File: src/charge_state_pkg.sv
// constants, register map and field layout for the charge-state flag block
// assumes a plain address/strobe register port with 32-bit data words
package charge_state_pkg;
  // register indices and byte addresses
  localparam logic [7:0] ADDR_FLAG_CFG = 8'h00;
  localparam logic [7:0] ADDR_GAUGE_CFG = 8'h04;
  localparam logic [7:0] ADDR_FULL_CLR_PCT = 8'h08;
  localparam logic [7:0] ADDR_FULL_SET_PCT = 8'h0c;
  localparam logic [7:0] ADDR_FULL_CLR_MV = 8'h10;
  localparam logic [7:0] ADDR_FULL_SET_MV = 8'h14;
  localparam logic [7:0] ADDR_EMPTY_CLR_PCT = 8'h18;
  localparam logic [7:0] ADDR_EMPTY_SET_PCT = 8'h1c;
  localparam logic [7:0] ADDR_EMPTY_CLR_MV = 8'h20;
  localparam logic [7:0] ADDR_EMPTY_SET_MV = 8'h24;
  localparam logic [7:0] ADDR_INH_LOW = 8'h28;
  localparam logic [7:0] ADDR_INH_HIGH = 8'h2c;
  localparam logic [7:0] ADDR_INH_HYS = 8'h30;
  localparam logic [7:0] ADDR_CC_PCT = 8'h34;
  localparam logic [7:0] ADDR_CC_FLOOR = 8'h38;
  localparam logic [7:0] ADDR_DOD_EDV = 8'h3c;
  localparam logic [7:0] ADDR_STATUS = 8'h40;
  localparam logic [7:0] ADDR_CYCLE_CNT = 8'h44;

  // flag configuration bit positions
  localparam int FULL_CLR_SOC = 7;
  localparam int FULL_SET_SOC = 6;
  localparam int FULL_CLR_V = 5;
  localparam int FULL_SET_V = 4;
  localparam int EMPTY_CLR_SOC = 3;
  localparam int EMPTY_SET_SOC = 2;
  localparam int EMPTY_CLR_V = 1;
  localparam int EMPTY_SET_V = 0;

  // gauging configuration bit positions (high byte = bits 15:8)
  localparam int GC_SMOOTH_DIS = 12;
  localparam int GC_LEARN_FULL = 10;
  localparam int GC_CAP_LIMIT = 8;
  localparam int GC_FIXED_LOW = 5;
  localparam int GC_CHARGER = 4;
  localparam int GC_COMP = 3;
  localparam int GC_SYNC = 1;
  localparam int GC_CYCLE_BASIS = 0;
  localparam logic [15:0] GC_WRITABLE = 16'h153b;

  // reset values
  localparam logic [7:0] FLAG_CFG_RST = 8'h8c;
  localparam logic [15:0] GAUGE_CFG_RST = 16'h0000;
  localparam logic [7:0] FULL_CLR_PCT_RST = 8'h5a;
  localparam logic [7:0] FULL_SET_PCT_RST = 8'h64;
  localparam logic [15:0] FULL_CLR_MV_RST = 16'h1004;
  localparam logic [15:0] FULL_SET_MV_RST = 16'h1068;
  localparam logic [7:0] EMPTY_CLR_PCT_RST = 8'h0a;
  localparam logic [7:0] EMPTY_SET_PCT_RST = 8'h00;
  localparam logic [15:0] EMPTY_CLR_MV_RST = 16'h0e10;
  localparam logic [15:0] EMPTY_SET_MV_RST = 16'h0bb8;
  // temperature limits in 0.1 degC, signed; hysteresis in 0.1 degC, unsigned
  localparam logic signed [15:0] INH_LOW_RST = 16'sh0000;
  localparam logic signed [15:0] INH_HIGH_RST = 16'sh01c2;
  localparam logic [15:0] INH_HYS_RST = 16'h0032;
  localparam logic [7:0] CC_PCT_RST = 8'h5a;
  localparam logic [15:0] CC_FLOOR_RST = 16'h0064;
  // 16384 means full depth
  localparam logic [15:0] DOD_FULL = 16'h4000;
  localparam logic [15:0] DOD_EDV_RST = 16'h3b80;
  localparam logic [7:0] PCT_FULL = 8'h64;
endpackage

File: src/charge_state_flags.sv
// charge-state flag logic: full/empty flags, gauging option decode,
// charge inhibit with hysteresis, cycle counting and capacity clamps.
// assumes gauge measurements arrive synchronous to clk, with an eval
// strobe per gauging pass; registers reached over a plain strobe port.
//
// The implementer's own choices: the address-and-strobe port and the register addresses.
`timescale 1ns/10ps
module charge_state_flags
  import charge_state_pkg::*;
(
  input wire logic clk,
  input wire logic nrst,
  input wire logic [7:0] reg_addr,
  input wire logic [31:0] reg_wdata,
  input wire logic reg_wr,
  input wire logic reg_rd,
  output logic [31:0] reg_rdata,
  input wire logic eval,
  input wire logic [7:0] relative_charge_pct,
  input wire logic [15:0] voltage_mv,
  input wire logic signed [15:0] temperature,
  input wire logic [15:0] design_capacity,
  input wire logic [15:0] full_capacity,
  input wire logic [15:0] learned_capacity,
  input wire logic [15:0] remaining_raw,
  input wire logic [15:0] reserve_capacity,
  input wire logic [15:0] dynamic_low_threshold,
  input wire logic [15:0] fixed_low_threshold,
  input wire logic [15:0] comp_high_threshold,
  input wire logic [15:0] fixed_high_threshold,
  input wire logic [15:0] dod_now,
  input wire logic [15:0] discharge_mah,
  input wire logic discharge_qualified_raw,
  input wire logic charge_terminated,
  output logic full_charge_flag,
  output logic full_discharge_flag,
  output logic charge_inhibit_flag,
  output logic charge_allowed,
  output logic smoothing_enable,
  output logic learn_for_smart_charger,
  output logic learning_discharge_qualified,
  output logic [15:0] full_capacity_out,
  output logic [15:0] remaining_capacity,
  output logic [15:0] lowest_discharge_threshold,
  output logic [15:0] highest_discharge_threshold,
  output logic [15:0] dod_at_high_threshold,
  output logic [15:0] cycle_count
);

  logic [7:0] flag_cfg_q;
  logic [15:0] gauge_cfg_q;
  logic [7:0] full_clr_pct_q, full_set_pct_q, empty_clr_pct_q, empty_set_pct_q;
  logic [15:0] full_clr_mv_q, full_set_mv_q, empty_clr_mv_q, empty_set_mv_q;
  logic signed [15:0] inh_low_q, inh_high_q;
  logic [15:0] inh_hys_q;
  logic [7:0] cc_pct_q;
  logic [15:0] cc_floor_q;
  logic [15:0] cycle_acc_q;
  logic [15:0] cycle_acc_d;
  logic [15:0] cycle_step;
  logic [23:0] share_prod;
  logic [15:0] cycle_basis;
  logic full_set, full_clr, empty_set, empty_clr;
  logic at_high_threshold;
  logic signed [16:0] low_release, high_release;

  // register writes
  always_ff @(posedge clk or negedge nrst) begin
    if (!nrst) begin
      flag_cfg_q <= FLAG_CFG_RST;
      gauge_cfg_q <= GAUGE_CFG_RST;
      full_clr_pct_q <= FULL_CLR_PCT_RST;
      full_set_pct_q <= FULL_SET_PCT_RST;
      full_clr_mv_q <= FULL_CLR_MV_RST;
      full_set_mv_q <= FULL_SET_MV_RST;
      empty_clr_pct_q <= EMPTY_CLR_PCT_RST;
      empty_set_pct_q <= EMPTY_SET_PCT_RST;
      empty_clr_mv_q <= EMPTY_CLR_MV_RST;
      empty_set_mv_q <= EMPTY_SET_MV_RST;
      inh_low_q <= INH_LOW_RST;
      inh_high_q <= INH_HIGH_RST;
      inh_hys_q <= INH_HYS_RST;
      cc_pct_q <= CC_PCT_RST;
      cc_floor_q <= CC_FLOOR_RST;
    end else if (reg_wr) begin
      if (reg_addr == ADDR_FLAG_CFG) begin
        flag_cfg_q <= reg_wdata[7:0];
      end else if (reg_addr == ADDR_GAUGE_CFG) begin
        // reserved bits stay zero
        gauge_cfg_q <= reg_wdata[15:0] & GC_WRITABLE;
      end else if (reg_addr == ADDR_FULL_CLR_PCT) begin
        full_clr_pct_q <= reg_wdata[7:0];
      end else if (reg_addr == ADDR_FULL_SET_PCT) begin
        full_set_pct_q <= reg_wdata[7:0];
      end else if (reg_addr == ADDR_FULL_CLR_MV) begin
        full_clr_mv_q <= reg_wdata[15:0];
      end else if (reg_addr == ADDR_FULL_SET_MV) begin
        full_set_mv_q <= reg_wdata[15:0];
      end else if (reg_addr == ADDR_EMPTY_CLR_PCT) begin
        empty_clr_pct_q <= reg_wdata[7:0];
      end else if (reg_addr == ADDR_EMPTY_SET_PCT) begin
        empty_set_pct_q <= reg_wdata[7:0];
      end else if (reg_addr == ADDR_EMPTY_CLR_MV) begin
        empty_clr_mv_q <= reg_wdata[15:0];
      end else if (reg_addr == ADDR_EMPTY_SET_MV) begin
        empty_set_mv_q <= reg_wdata[15:0];
      end else if (reg_addr == ADDR_INH_LOW) begin
        inh_low_q <= reg_wdata[15:0];
      end else if (reg_addr == ADDR_INH_HIGH) begin
        inh_high_q <= reg_wdata[15:0];
      end else if (reg_addr == ADDR_INH_HYS) begin
        inh_hys_q <= reg_wdata[15:0];
      end else if (reg_addr == ADDR_CC_PCT) begin
        cc_pct_q <= reg_wdata[7:0];
      end else if (reg_addr == ADDR_CC_FLOOR) begin
        cc_floor_q <= reg_wdata[15:0];
      end
    end
  end

  // flag condition decode
  always_comb begin
    full_set = (flag_cfg_q[FULL_SET_SOC] && relative_charge_pct >= full_set_pct_q)
            || (flag_cfg_q[FULL_SET_V] && voltage_mv >= full_set_mv_q);
    full_clr = (flag_cfg_q[FULL_CLR_SOC] && relative_charge_pct <= full_clr_pct_q)
            || (flag_cfg_q[FULL_CLR_V] && voltage_mv <= full_clr_mv_q);
    empty_set = (flag_cfg_q[EMPTY_SET_SOC] && relative_charge_pct <= empty_set_pct_q)
             || (flag_cfg_q[EMPTY_SET_V] && voltage_mv <= empty_set_mv_q);
    empty_clr = (flag_cfg_q[EMPTY_CLR_SOC] && relative_charge_pct >= empty_clr_pct_q)
             || (flag_cfg_q[EMPTY_CLR_V] && voltage_mv >= empty_clr_mv_q);
  end

  // set wins if both apply on one pass, so a crossing is never lost
  always_ff @(posedge clk or negedge nrst) begin
    if (!nrst) begin
      full_charge_flag <= 1'b0;
      full_discharge_flag <= 1'b0;
    end else if (eval) begin
      if (full_set) begin
        full_charge_flag <= 1'b1;
      end else if (full_clr) begin
        full_charge_flag <= 1'b0;
      end
      if (empty_set) begin
        full_discharge_flag <= 1'b1;
      end else if (empty_clr) begin
        full_discharge_flag <= 1'b0;
      end
    end
  end

  // temperature inhibit with hysteresis
  always_comb begin
    low_release = 17'(inh_low_q) + 17'(signed'({1'b0, inh_hys_q}));
    high_release = 17'(inh_high_q) - 17'(signed'({1'b0, inh_hys_q}));
  end

  always_ff @(posedge clk or negedge nrst) begin
    if (!nrst) begin
      charge_inhibit_flag <= 1'b0;
      charge_allowed <= 1'b1;
    end else if (eval) begin
      if (temperature < inh_low_q || temperature > inh_high_q) begin
        charge_inhibit_flag <= 1'b1;
        charge_allowed <= 1'b0;
      end else if (17'(temperature) > low_release && 17'(temperature) < high_release) begin
        charge_inhibit_flag <= 1'b0;
        charge_allowed <= 1'b1;
      end
    end
  end

  // gauging option decode
  always_ff @(posedge clk or negedge nrst) begin
    if (!nrst) begin
      smoothing_enable <= 1'b1;
      learn_for_smart_charger <= 1'b1;
      learning_discharge_qualified <= 1'b0;
      lowest_discharge_threshold <= 16'h0000;
      highest_discharge_threshold <= 16'h0000;
      full_capacity_out <= 16'h0000;
    end else begin
      smoothing_enable <= ~gauge_cfg_q[GC_SMOOTH_DIS];
      learn_for_smart_charger <= ~gauge_cfg_q[GC_CHARGER];
      learning_discharge_qualified <= discharge_qualified_raw
        && (!gauge_cfg_q[GC_LEARN_FULL] || full_charge_flag);
      if (gauge_cfg_q[GC_COMP] && !gauge_cfg_q[GC_FIXED_LOW]) begin
        lowest_discharge_threshold <= dynamic_low_threshold;
      end else begin
        lowest_discharge_threshold <= fixed_low_threshold;
      end
      highest_discharge_threshold <= gauge_cfg_q[GC_COMP] ?
        comp_high_threshold : fixed_high_threshold;
      if (gauge_cfg_q[GC_CAP_LIMIT] && learned_capacity > design_capacity) begin
        full_capacity_out <= design_capacity;
      end else begin
        full_capacity_out <= learned_capacity;
      end
    end
  end

  // remaining capacity: sync on termination, zero inside reserve
  always_ff @(posedge clk or negedge nrst) begin
    if (!nrst) begin
      remaining_capacity <= 16'h0000;
    end else if (gauge_cfg_q[GC_SYNC] && charge_terminated) begin
      remaining_capacity <= full_capacity;
    end else if (remaining_raw <= reserve_capacity) begin
      remaining_capacity <= 16'h0000;
    end else begin
      remaining_capacity <= remaining_raw - reserve_capacity;
    end
  end

  // depth-of-discharge capture on every eval pass at or below the highest threshold
  assign at_high_threshold = voltage_mv <= highest_discharge_threshold;

  always_ff @(posedge clk or negedge nrst) begin
    if (!nrst) begin
      dod_at_high_threshold <= DOD_EDV_RST;
    end else if (eval && at_high_threshold) begin
      dod_at_high_threshold <= (dod_now > DOD_FULL) ? DOD_FULL : dod_now;
    end
  end

  // cycle counting; floor keeps a tiny basis from counting too fast
  always_comb begin
    cycle_basis = gauge_cfg_q[GC_CYCLE_BASIS] ? full_capacity : design_capacity;
    // widen before the product, or a large basis wraps past 16 bits
    share_prod = (24'(cycle_basis) * 24'(cc_pct_q)) / 24'(PCT_FULL);
    if (share_prod[23:16] != 8'h00) begin
      cycle_step = 16'hffff;
    end else if (share_prod[15:0] < cc_floor_q) begin
      cycle_step = cc_floor_q;
    end else begin
      cycle_step = share_prod[15:0];
    end
    cycle_acc_d = cycle_acc_q + discharge_mah;
  end

  always_ff @(posedge clk or negedge nrst) begin
    if (!nrst) begin
      cycle_acc_q <= 16'h0000;
      cycle_count <= 16'h0000;
    end else if (eval) begin
      if (cycle_step != 16'h0000 && cycle_acc_d >= cycle_step) begin
        cycle_acc_q <= cycle_acc_d - cycle_step;
        cycle_count <= cycle_count + 16'h0001;
      end else begin
        cycle_acc_q <= cycle_acc_d;
      end
    end
  end

  // register reads, data one cycle after the strobe; unmapped reads zero
  always_ff @(posedge clk or negedge nrst) begin
    if (!nrst) begin
      reg_rdata <= 32'h00000000;
    end else if (reg_rd) begin
      if (reg_addr == ADDR_FLAG_CFG) begin
        reg_rdata <= {24'h000000, flag_cfg_q};
      end else if (reg_addr == ADDR_GAUGE_CFG) begin
        reg_rdata <= {16'h0000, gauge_cfg_q};
      end else if (reg_addr == ADDR_FULL_CLR_PCT) begin
        reg_rdata <= {24'h000000, full_clr_pct_q};
      end else if (reg_addr == ADDR_FULL_SET_PCT) begin
        reg_rdata <= {24'h000000, full_set_pct_q};
      end else if (reg_addr == ADDR_FULL_CLR_MV) begin
        reg_rdata <= {16'h0000, full_clr_mv_q};
      end else if (reg_addr == ADDR_FULL_SET_MV) begin
        reg_rdata <= {16'h0000, full_set_mv_q};
      end else if (reg_addr == ADDR_EMPTY_CLR_PCT) begin
        reg_rdata <= {24'h000000, empty_clr_pct_q};
      end else if (reg_addr == ADDR_EMPTY_SET_PCT) begin
        reg_rdata <= {24'h000000, empty_set_pct_q};
      end else if (reg_addr == ADDR_EMPTY_CLR_MV) begin
        reg_rdata <= {16'h0000, empty_clr_mv_q};
      end else if (reg_addr == ADDR_EMPTY_SET_MV) begin
        reg_rdata <= {16'h0000, empty_set_mv_q};
      end else if (reg_addr == ADDR_INH_LOW) begin
        reg_rdata <= {16'h0000, inh_low_q};
      end else if (reg_addr == ADDR_INH_HIGH) begin
        reg_rdata <= {16'h0000, inh_high_q};
      end else if (reg_addr == ADDR_INH_HYS) begin
        reg_rdata <= {16'h0000, inh_hys_q};
      end else if (reg_addr == ADDR_CC_PCT) begin
        reg_rdata <= {24'h000000, cc_pct_q};
      end else if (reg_addr == ADDR_CC_FLOOR) begin
        reg_rdata <= {16'h0000, cc_floor_q};
      end else if (reg_addr == ADDR_DOD_EDV) begin
        reg_rdata <= {16'h0000, dod_at_high_threshold};
      end else if (reg_addr == ADDR_STATUS) begin
        reg_rdata <= {28'h0000000, learning_discharge_qualified, charge_inhibit_flag,
          full_discharge_flag, full_charge_flag};
      end else if (reg_addr == ADDR_CYCLE_CNT) begin
        reg_rdata <= {16'h0000, cycle_count};
      end else begin
        reg_rdata <= 32'h00000000;
      end
    end
  end

endmodule

File: config.mk
export PLATFORM = sky130hd
export DESIGN_NAME = charge_state_flags
export DESIGN_NICKNAME = d
export VERILOG_FILES = /design/src/charge_state_pkg.sv /design/src/charge_state_flags.sv
export SDC_FILE = /design/constraint.sdc
export NUM_CORES = 1
export LEC_CHECK = 0
export CAP_MARGIN = 10
export CORE_ASPECT_RATIO = 1.5
export CORE_MARGIN = 1
export CORE_UTILIZATION = 30
export DETAILED_ROUTE_END_ITERATION = 8
export DONT_BUFFER_PORTS = 1
export PLACE_DENSITY = 0.55
export SYNTH_ARGS = -nofsm -noshare
export SYNTH_HDL_FRONTEND = slang
export SYNTH_SLANG_ARGS = --single-unit
File: constraint.sdc
create_clock -name clk -period 33.6 [get_ports clk]
set_input_delay 6.72 -clock clk [delete_from_list [all_inputs] [get_ports clk]]
set_output_delay 6.72 -clock clk [all_outputs]
set_load 0.1 [all_outputs]
## Word-level counts from Yosys, hierarchy flattened

Cells that the tools add are included.

| word-level totals | value |
|---|---|
| register bits | 335 |
| input port bits | 263 |
| output and inout port bits | 135 |
| word-level logic and storage cells | 173 |

| cells by class | value |
|---|---|
| $add $sub $neg | 6 |
| $mul | 1 |
| div/mod/pow operators | 1 |
| $lt $le $gt $ge | 18 |
| equality and inequality tests | 17 |
| mux-type cells | 36 |
| bitwise gates (word level) | 16 |
| reduce and logical (&&, ||, !) cells | 48 |

Operators by type and width:

| operator | number |
|---|---|
| $mux 16 | 28 |
| $eq 8x6->1 const B | 8 |
| $le 16x16->1 | 4 |
| $ge 16x16->1 | 3 |
| $eq 8x5->1 const B | 4 |
| $gt 16x16->1 | 2 |
| $lt 16x16->1 | 2 |
| $sub 16x16->16 | 2 |
| $div 24x7->24 const B | 1 |
| $mul 16x8->24 | 1 |
| $add 16x17->17 | 1 |
| $gt 16x17->1 | 1 |
| $lt 16x17->1 | 1 |
| $sub 16x17->17 | 1 |
| $add 16x1->16 const B | 1 |
| $add 16x16->16 | 1 |
| $eq 8x4->1 const B | 2 |
| $eq 8x7->1 const B | 2 |
| $ge 8x8->1 | 2 |
| $gt 16x15->1 const B | 1 |
| $le 8x8->1 | 2 |
| $not 1->1 | 16 |
| $reduce_and 16->1 | 1 |
| $reduce_bool 16->1 | 1 |
| 22 further kinds | 55 |

## Logic depth before layout (Yosys ltp)

| logic depth | value |
|---|---|
| word-level depth | 19 |
| gate-level depth with buffers | 93 |
| gate-level depth less buffers | 83 |

## Worst setup path before layout

OpenSTA, ideal clock, no wires.

| timing path | value |
|---|---|
| path type | input to register |
| start | input port full_capacity[1] |
| end | register cycle_acc_q[1] |
| setup time | 0.082 ns |
| data arrival time | 25.917 ns |
| data required time | 33.518 ns |
| path slack | 7.601 ns |
| cell stages on the path | 84 |
| path buffers | 5 |
| cells stage by stage | mux2i_1 > nand2b_1 > fa_1 > fa_1 > inv_1 > fa_1 > inv_1 > fa_1 > inv_1 > ha_1 > buf_4 > a21o_1 > a221o_1 > and3_1 > or4b_1 > and3_4 > o211a_1 > or3_1 > (+48 left out) > nand2b_1 > a21o_1 > a21o_1 > a21o_1 > a21o_1 > a21o_1 > a21o_1 > a21o_1 > a21o_1 > a21o_1 > a21o_1 > a211oi_1 > nor2b_1 > o32ai_1 > clkbuf_1 > clkbuf_1 > o21ai_0 > a31oi_1 |

| between the ends | value |
|---|---|
| cells in the longest elaborated chain, start to end | 9 |
| elaborated cells on any way between the ends | 12 |
| classes of those cells | 1 x add/sub; 1 x mul; 1 x div; 2 x order compare; 4 x mux; 3 x reduce/logical |

Ends and longest elaborated chain:

| what | RTL line | text |
|---|---|---|
| start, declared | charge_state_flags.sv:23 | `input wire logic [15:0] full_capacity,` |
| $mux 16 * | charge_state_flags.sv:228 | `cycle_basis = gauge_cfg_q[GC_CYCLE_BASIS] ? full_capacity : design_capacity;` |
| $mul 16x8->24 * | charge_state_flags.sv:230 | `share_prod = (24'(cycle_basis) * 24'(cc_pct_q)) / 24'(PCT_FULL);` |
| $div 24x7->24 * | charge_state_flags.sv:230 |  |
| $lt 16x16->1 | charge_state_flags.sv:233 | `end else if (share_prod[15:0] < cc_floor_q) begin` |
| $mux 16 | charge_state_flags.sv:233 |  |
| $mux 16 * | charge_state_flags.sv:231 | `if (share_prod[23:16] != 8'h00) begin` |
| $ge 16x16->1 or $reduce_bool 16->1 (tied branches) | charge_state_flags.sv:246 | `if (cycle_step != 16'h0000 && cycle_acc_d >= cycle_step) begin` |
| $logic_and 1x1->1 | charge_state_flags.sv:246 |  |
| $mux 16 * | charge_state_flags.sv:246 |  |
| end signal, assigned | charge_state_flags.sv:247 | `cycle_acc_q <= cycle_acc_d - cycle_step;` |
| end signal, assigned | charge_state_flags.sv:250 | `cycle_acc_q <= cycle_acc_d;` |
| end, declared | charge_state_flags.sv:58 | `logic [15:0] cycle_acc_q;` |

Mark *: on every way between the ends. The rest lies on a longest branch, timed or not.
A chain may end at the register's enable or synchronous reset.

## Worst setup path after layout

| timing path | value |
|---|---|
| start | input port full_capacity[1] |
| end | register cycle_count[1] |

| between the ends | value |
|---|---|
| cells in the longest elaborated chain, start to end | 9 |
| elaborated cells on any way between the ends | 11 |
| classes of those cells | 1 x mul; 1 x div; 2 x order compare; 3 x mux; 4 x reduce/logical |

Ends and longest elaborated chain:

| what | RTL line | text |
|---|---|---|
| $mux 16 * | charge_state_flags.sv:228 |  |
| $mul 16x8->24 * | charge_state_flags.sv:230 |  |
| $div 24x7->24 * | charge_state_flags.sv:230 |  |
| $lt 16x16->1 | charge_state_flags.sv:233 |  |
| $mux 16 | charge_state_flags.sv:233 |  |
| $mux 16 * | charge_state_flags.sv:231 |  |
| $ge 16x16->1 or $reduce_bool 16->1 (tied branches) | charge_state_flags.sv:246 |  |
| $logic_and 1x1->1 * | charge_state_flags.sv:246 |  |
| $reduce_and 2->1 (no line) * | n/a |  |
| end signal, assigned | charge_state_flags.sv:248 | `cycle_count <= cycle_count + 16'h0001;` |
| end, declared | charge_state_flags.sv:47 | `output logic [15:0] cycle_count` |

Marks and branches as above.

==> qor.csv <==
metric;value;unit
outcome;finished clean;
critical path data required time;34.07;ns
non-filler instance count after layout;4821;
most frequent cells in the layout;inv_1, ha_1, nand2_1;
Congestion Overflow GR;0;
GPL Wtd Cong;0.902;
post-CTS sizing;0;
HPWL after detailed placement;83300;um
min cycle time layout;29.73;ns
clock-pin slew on the worst setup and hold paths;0.06;ns
number of synthesized register bits;319;
Mapped Area;31100;sq um
number of clock sinks;319;
RR Startpoint;gauge_cfg_q[0];
area grow syn2layout;8.24;%
Post-Syn Area per Cell;8.78;sq um
asr flop ratio synth;100;%
clock buffer depth;3;
period utilisation layout;88.5;%
clock tree root driver cell;clkbuf_16;
Slew headroom;21.5;%
total number of yosys warnings;0;
Worst Setup Start Kind;input port;
critical path peak fanout;30;
Netlist cell types;131;
First-pass DRT Iterations;5;
Worst Slack Setup Final;3.87;ns
most common cell after layout, fill and taps aside;inv_1;
maximum number of pins on one net before global-route repair;320;
IO buf count;0;
Hold/Removal Path Class;register to register;
Post-synth EDFFs;0;
clock skew;0.0363;ns
layout cell share with drive strength beyond 1;11.2;%
Post-Route Utilization;32.7;%
dpl ws;3.53;ns
GRT Resource Usage Total;19.6;%
crit-path most repeated cell;a21o_1;
Layout Nets;4155;
ANT nets after route;0;
DRC violations left;0;
Max-cap violations;0;
CTS tree;done;
CP endpoint kind;register;
number of global-route vias before repair;26500;
RSZ-0062 raised after global routing;false;
fin. max-slew vios;0;
WL final;105000;um
core area;103000;sq um
WL/cell;21.8;um
ys flop type;dfrtp_1;
crit-path max cell delay;0.70;ns
Setup Viol. Count Final;0;
setup_tns;0;ns
Vert. Die Dim;396;um
first-pass GRT wire length;159000;um
Hold Startpoint;gauge_cfg_q[4];
total CTS buffers;38;
Final Hold Viols;0;
total number of vias;26400;
sequential fraction of the synthesis area;25.9;%
Worst Path Arrival;30.20;ns
row cnt;144;
initial core utilization;30.2;%
# hold bufs at CTS;0;
Inst Count DP;4746;
Max H-tree Level;2;
IO Count;398;
Die W;265;um
Slowest cell on crit path;mux2i_1;
Peak Freq;33.6;MHz
cells after synthesis;3536;
vias per cell;5.49;
Worst Max-Slew Pin Slew;1.18;ns
die area;105000;sq um
critical path class;input port to register;
setup bufs post-CTS;0;
worst-skew pair later-pin latency;0.60;ns
initial DRC count;1669;
initial antenna violation count;8;
CP startpoint;full_capacity[1];
# fillers;10800;
path summary, 6_finish.rpt:
path / depth (start not counted) / slack [ns] / to
worst max register to register: 81 / 9.21 / cycle_count[1]
worst min-delay path: 1 / 0.44 / learn_for_smart_charger
max in group asynchronous: 0 / 26.97 / remaining_capacity[12]
worst min register to register: 1 / 0.44 / learn_for_smart_charger
min in group asynchronous: 0 / 5.81 / lowest_discharge_threshold[14]
worst max-delay path: 80 / 3.87 / cycle_count[1]
worst max-delay path: cells and delay by family:
kind / cells / cell delay (ns)
AO/OA/AOI/OAI: 41 / 11.14
AND/OR/NAND/NOR: 19 / 5.04
adder cells (fa/ha/maj): 7 / 3.09
multiplexers: 4 / 1.74
buffers and inverters: 7 / 1.44
XOR/XNOR: 2 / 0.95
area by class of cell:
type | instances | area (sq um) | share of cell area [%]
multi-input combinational | 2729 | 21000 | 62.6
sequential | 319 | 8050 | 23.9
tap | 1314 | 1640 | 4.89
inverter | 356 | 1340 | 3.97
clock buffer | 52 | 1080 | 3.22
clock inverter | 17 | 239 | 0.711
timing repair buffer | 28 | 210 | 0.625
antenna | 6 | 15.0 | 0.0447
state kept, by name, indices dropped and copies added (netlist names), 16 cells and up:
name                         count
cc_floor_q                      16
reg_rdata                       16
full_clr_mv_q                   16
inh_low_q                       16
cycle_acc_q                     16
highest_discharge_threshold     16
full_capacity_out               16
inh_hys_q                       16
dod_at_high_threshold           16
cycle_count                     16
empty_set_mv_q                  16
full_set_mv_q                   16
empty_clr_mv_q                  16
inh_high_q                      16
lowest_discharge_threshold      16
remaining_capacity              16
Yosys cell counts, types with 14 or more instances:
library cell,count,area [sq um]
a211oi_1,18,135
a21o_1,89,668
a21oi_1,215,1080
a221oi_1,23,201
a222oi_1,14,140
a22oi_1,24,180
a31oi_1,41,257
and2_1,26,163
and3_1,22,138
buf_2,14,70.1
buf_4,33,248
clkbuf_1,86,323
dfrtp_1,267,6680
dfstp_2,52,1370
fa_1,89,1780
ha_1,331,4140
inv_1,354,1330
mux2_2,146,1640
mux2i_1,26,260
nand2_1,301,1130
nand2b_1,68,425
nand3_1,90,450
nand4_1,48,300
nor2_1,155,582
nor2b_1,108,676
nor3_1,49,245
nor4_1,20,125
o211ai_1,29,218
o21a_1,26,195
o21ai_0,241,1210
o21ai_1,40,200
o21bai_1,31,233
o221ai_1,22,193
o22ai_1,16,100
or3_1,17,106
xnor2_1,86,753
xor2_1,48,420
logic make-up (layout without fill, tap and decap cells):
| logic type | count (synthesis) | count (layout) | share of synthesized area (%) |
|---|---|---|---|
| fa+ha+maj | 422 | 422 | 19.1 |
| compound gates | 999 | 999 | 21.7 |
| mux | 187 | 187 | 6.71 |
| xor+xnor | 139 | 139 | 4.04 |
| other cells | 1 | 22 | 0.0121 |
| simple gates | 966 | 966 | 15.8 |
| buf+inv | 503 | 453 | 6.65 |
| flops | 319 | 319 | 25.9 |
through the flow:
stage | cell area, sq um | hold WS, ns
2_1_floorplan | 31100 | 0.377
3_3_place_gp | 32300 | 0.432
3_5_place_dp | 32300 | 0.424
4_1_cts | 33600 | 0.440
5_1_grt | 33600 | 0.482
6_report | 33600 | 0.439
routing by layer:
layer	share of wire, %	wire [um]	GRT usage, %
met5	0.025	26	0
met4	3.9	4080	7.60
met3	7.4	7760	4.81
met2	49	51700	34.9
met1	39	41500	22.5
Power is left out: the tool's default activity adds up to more than one toggle a clock period on the data nets, which glitch-free logic cannot reach.
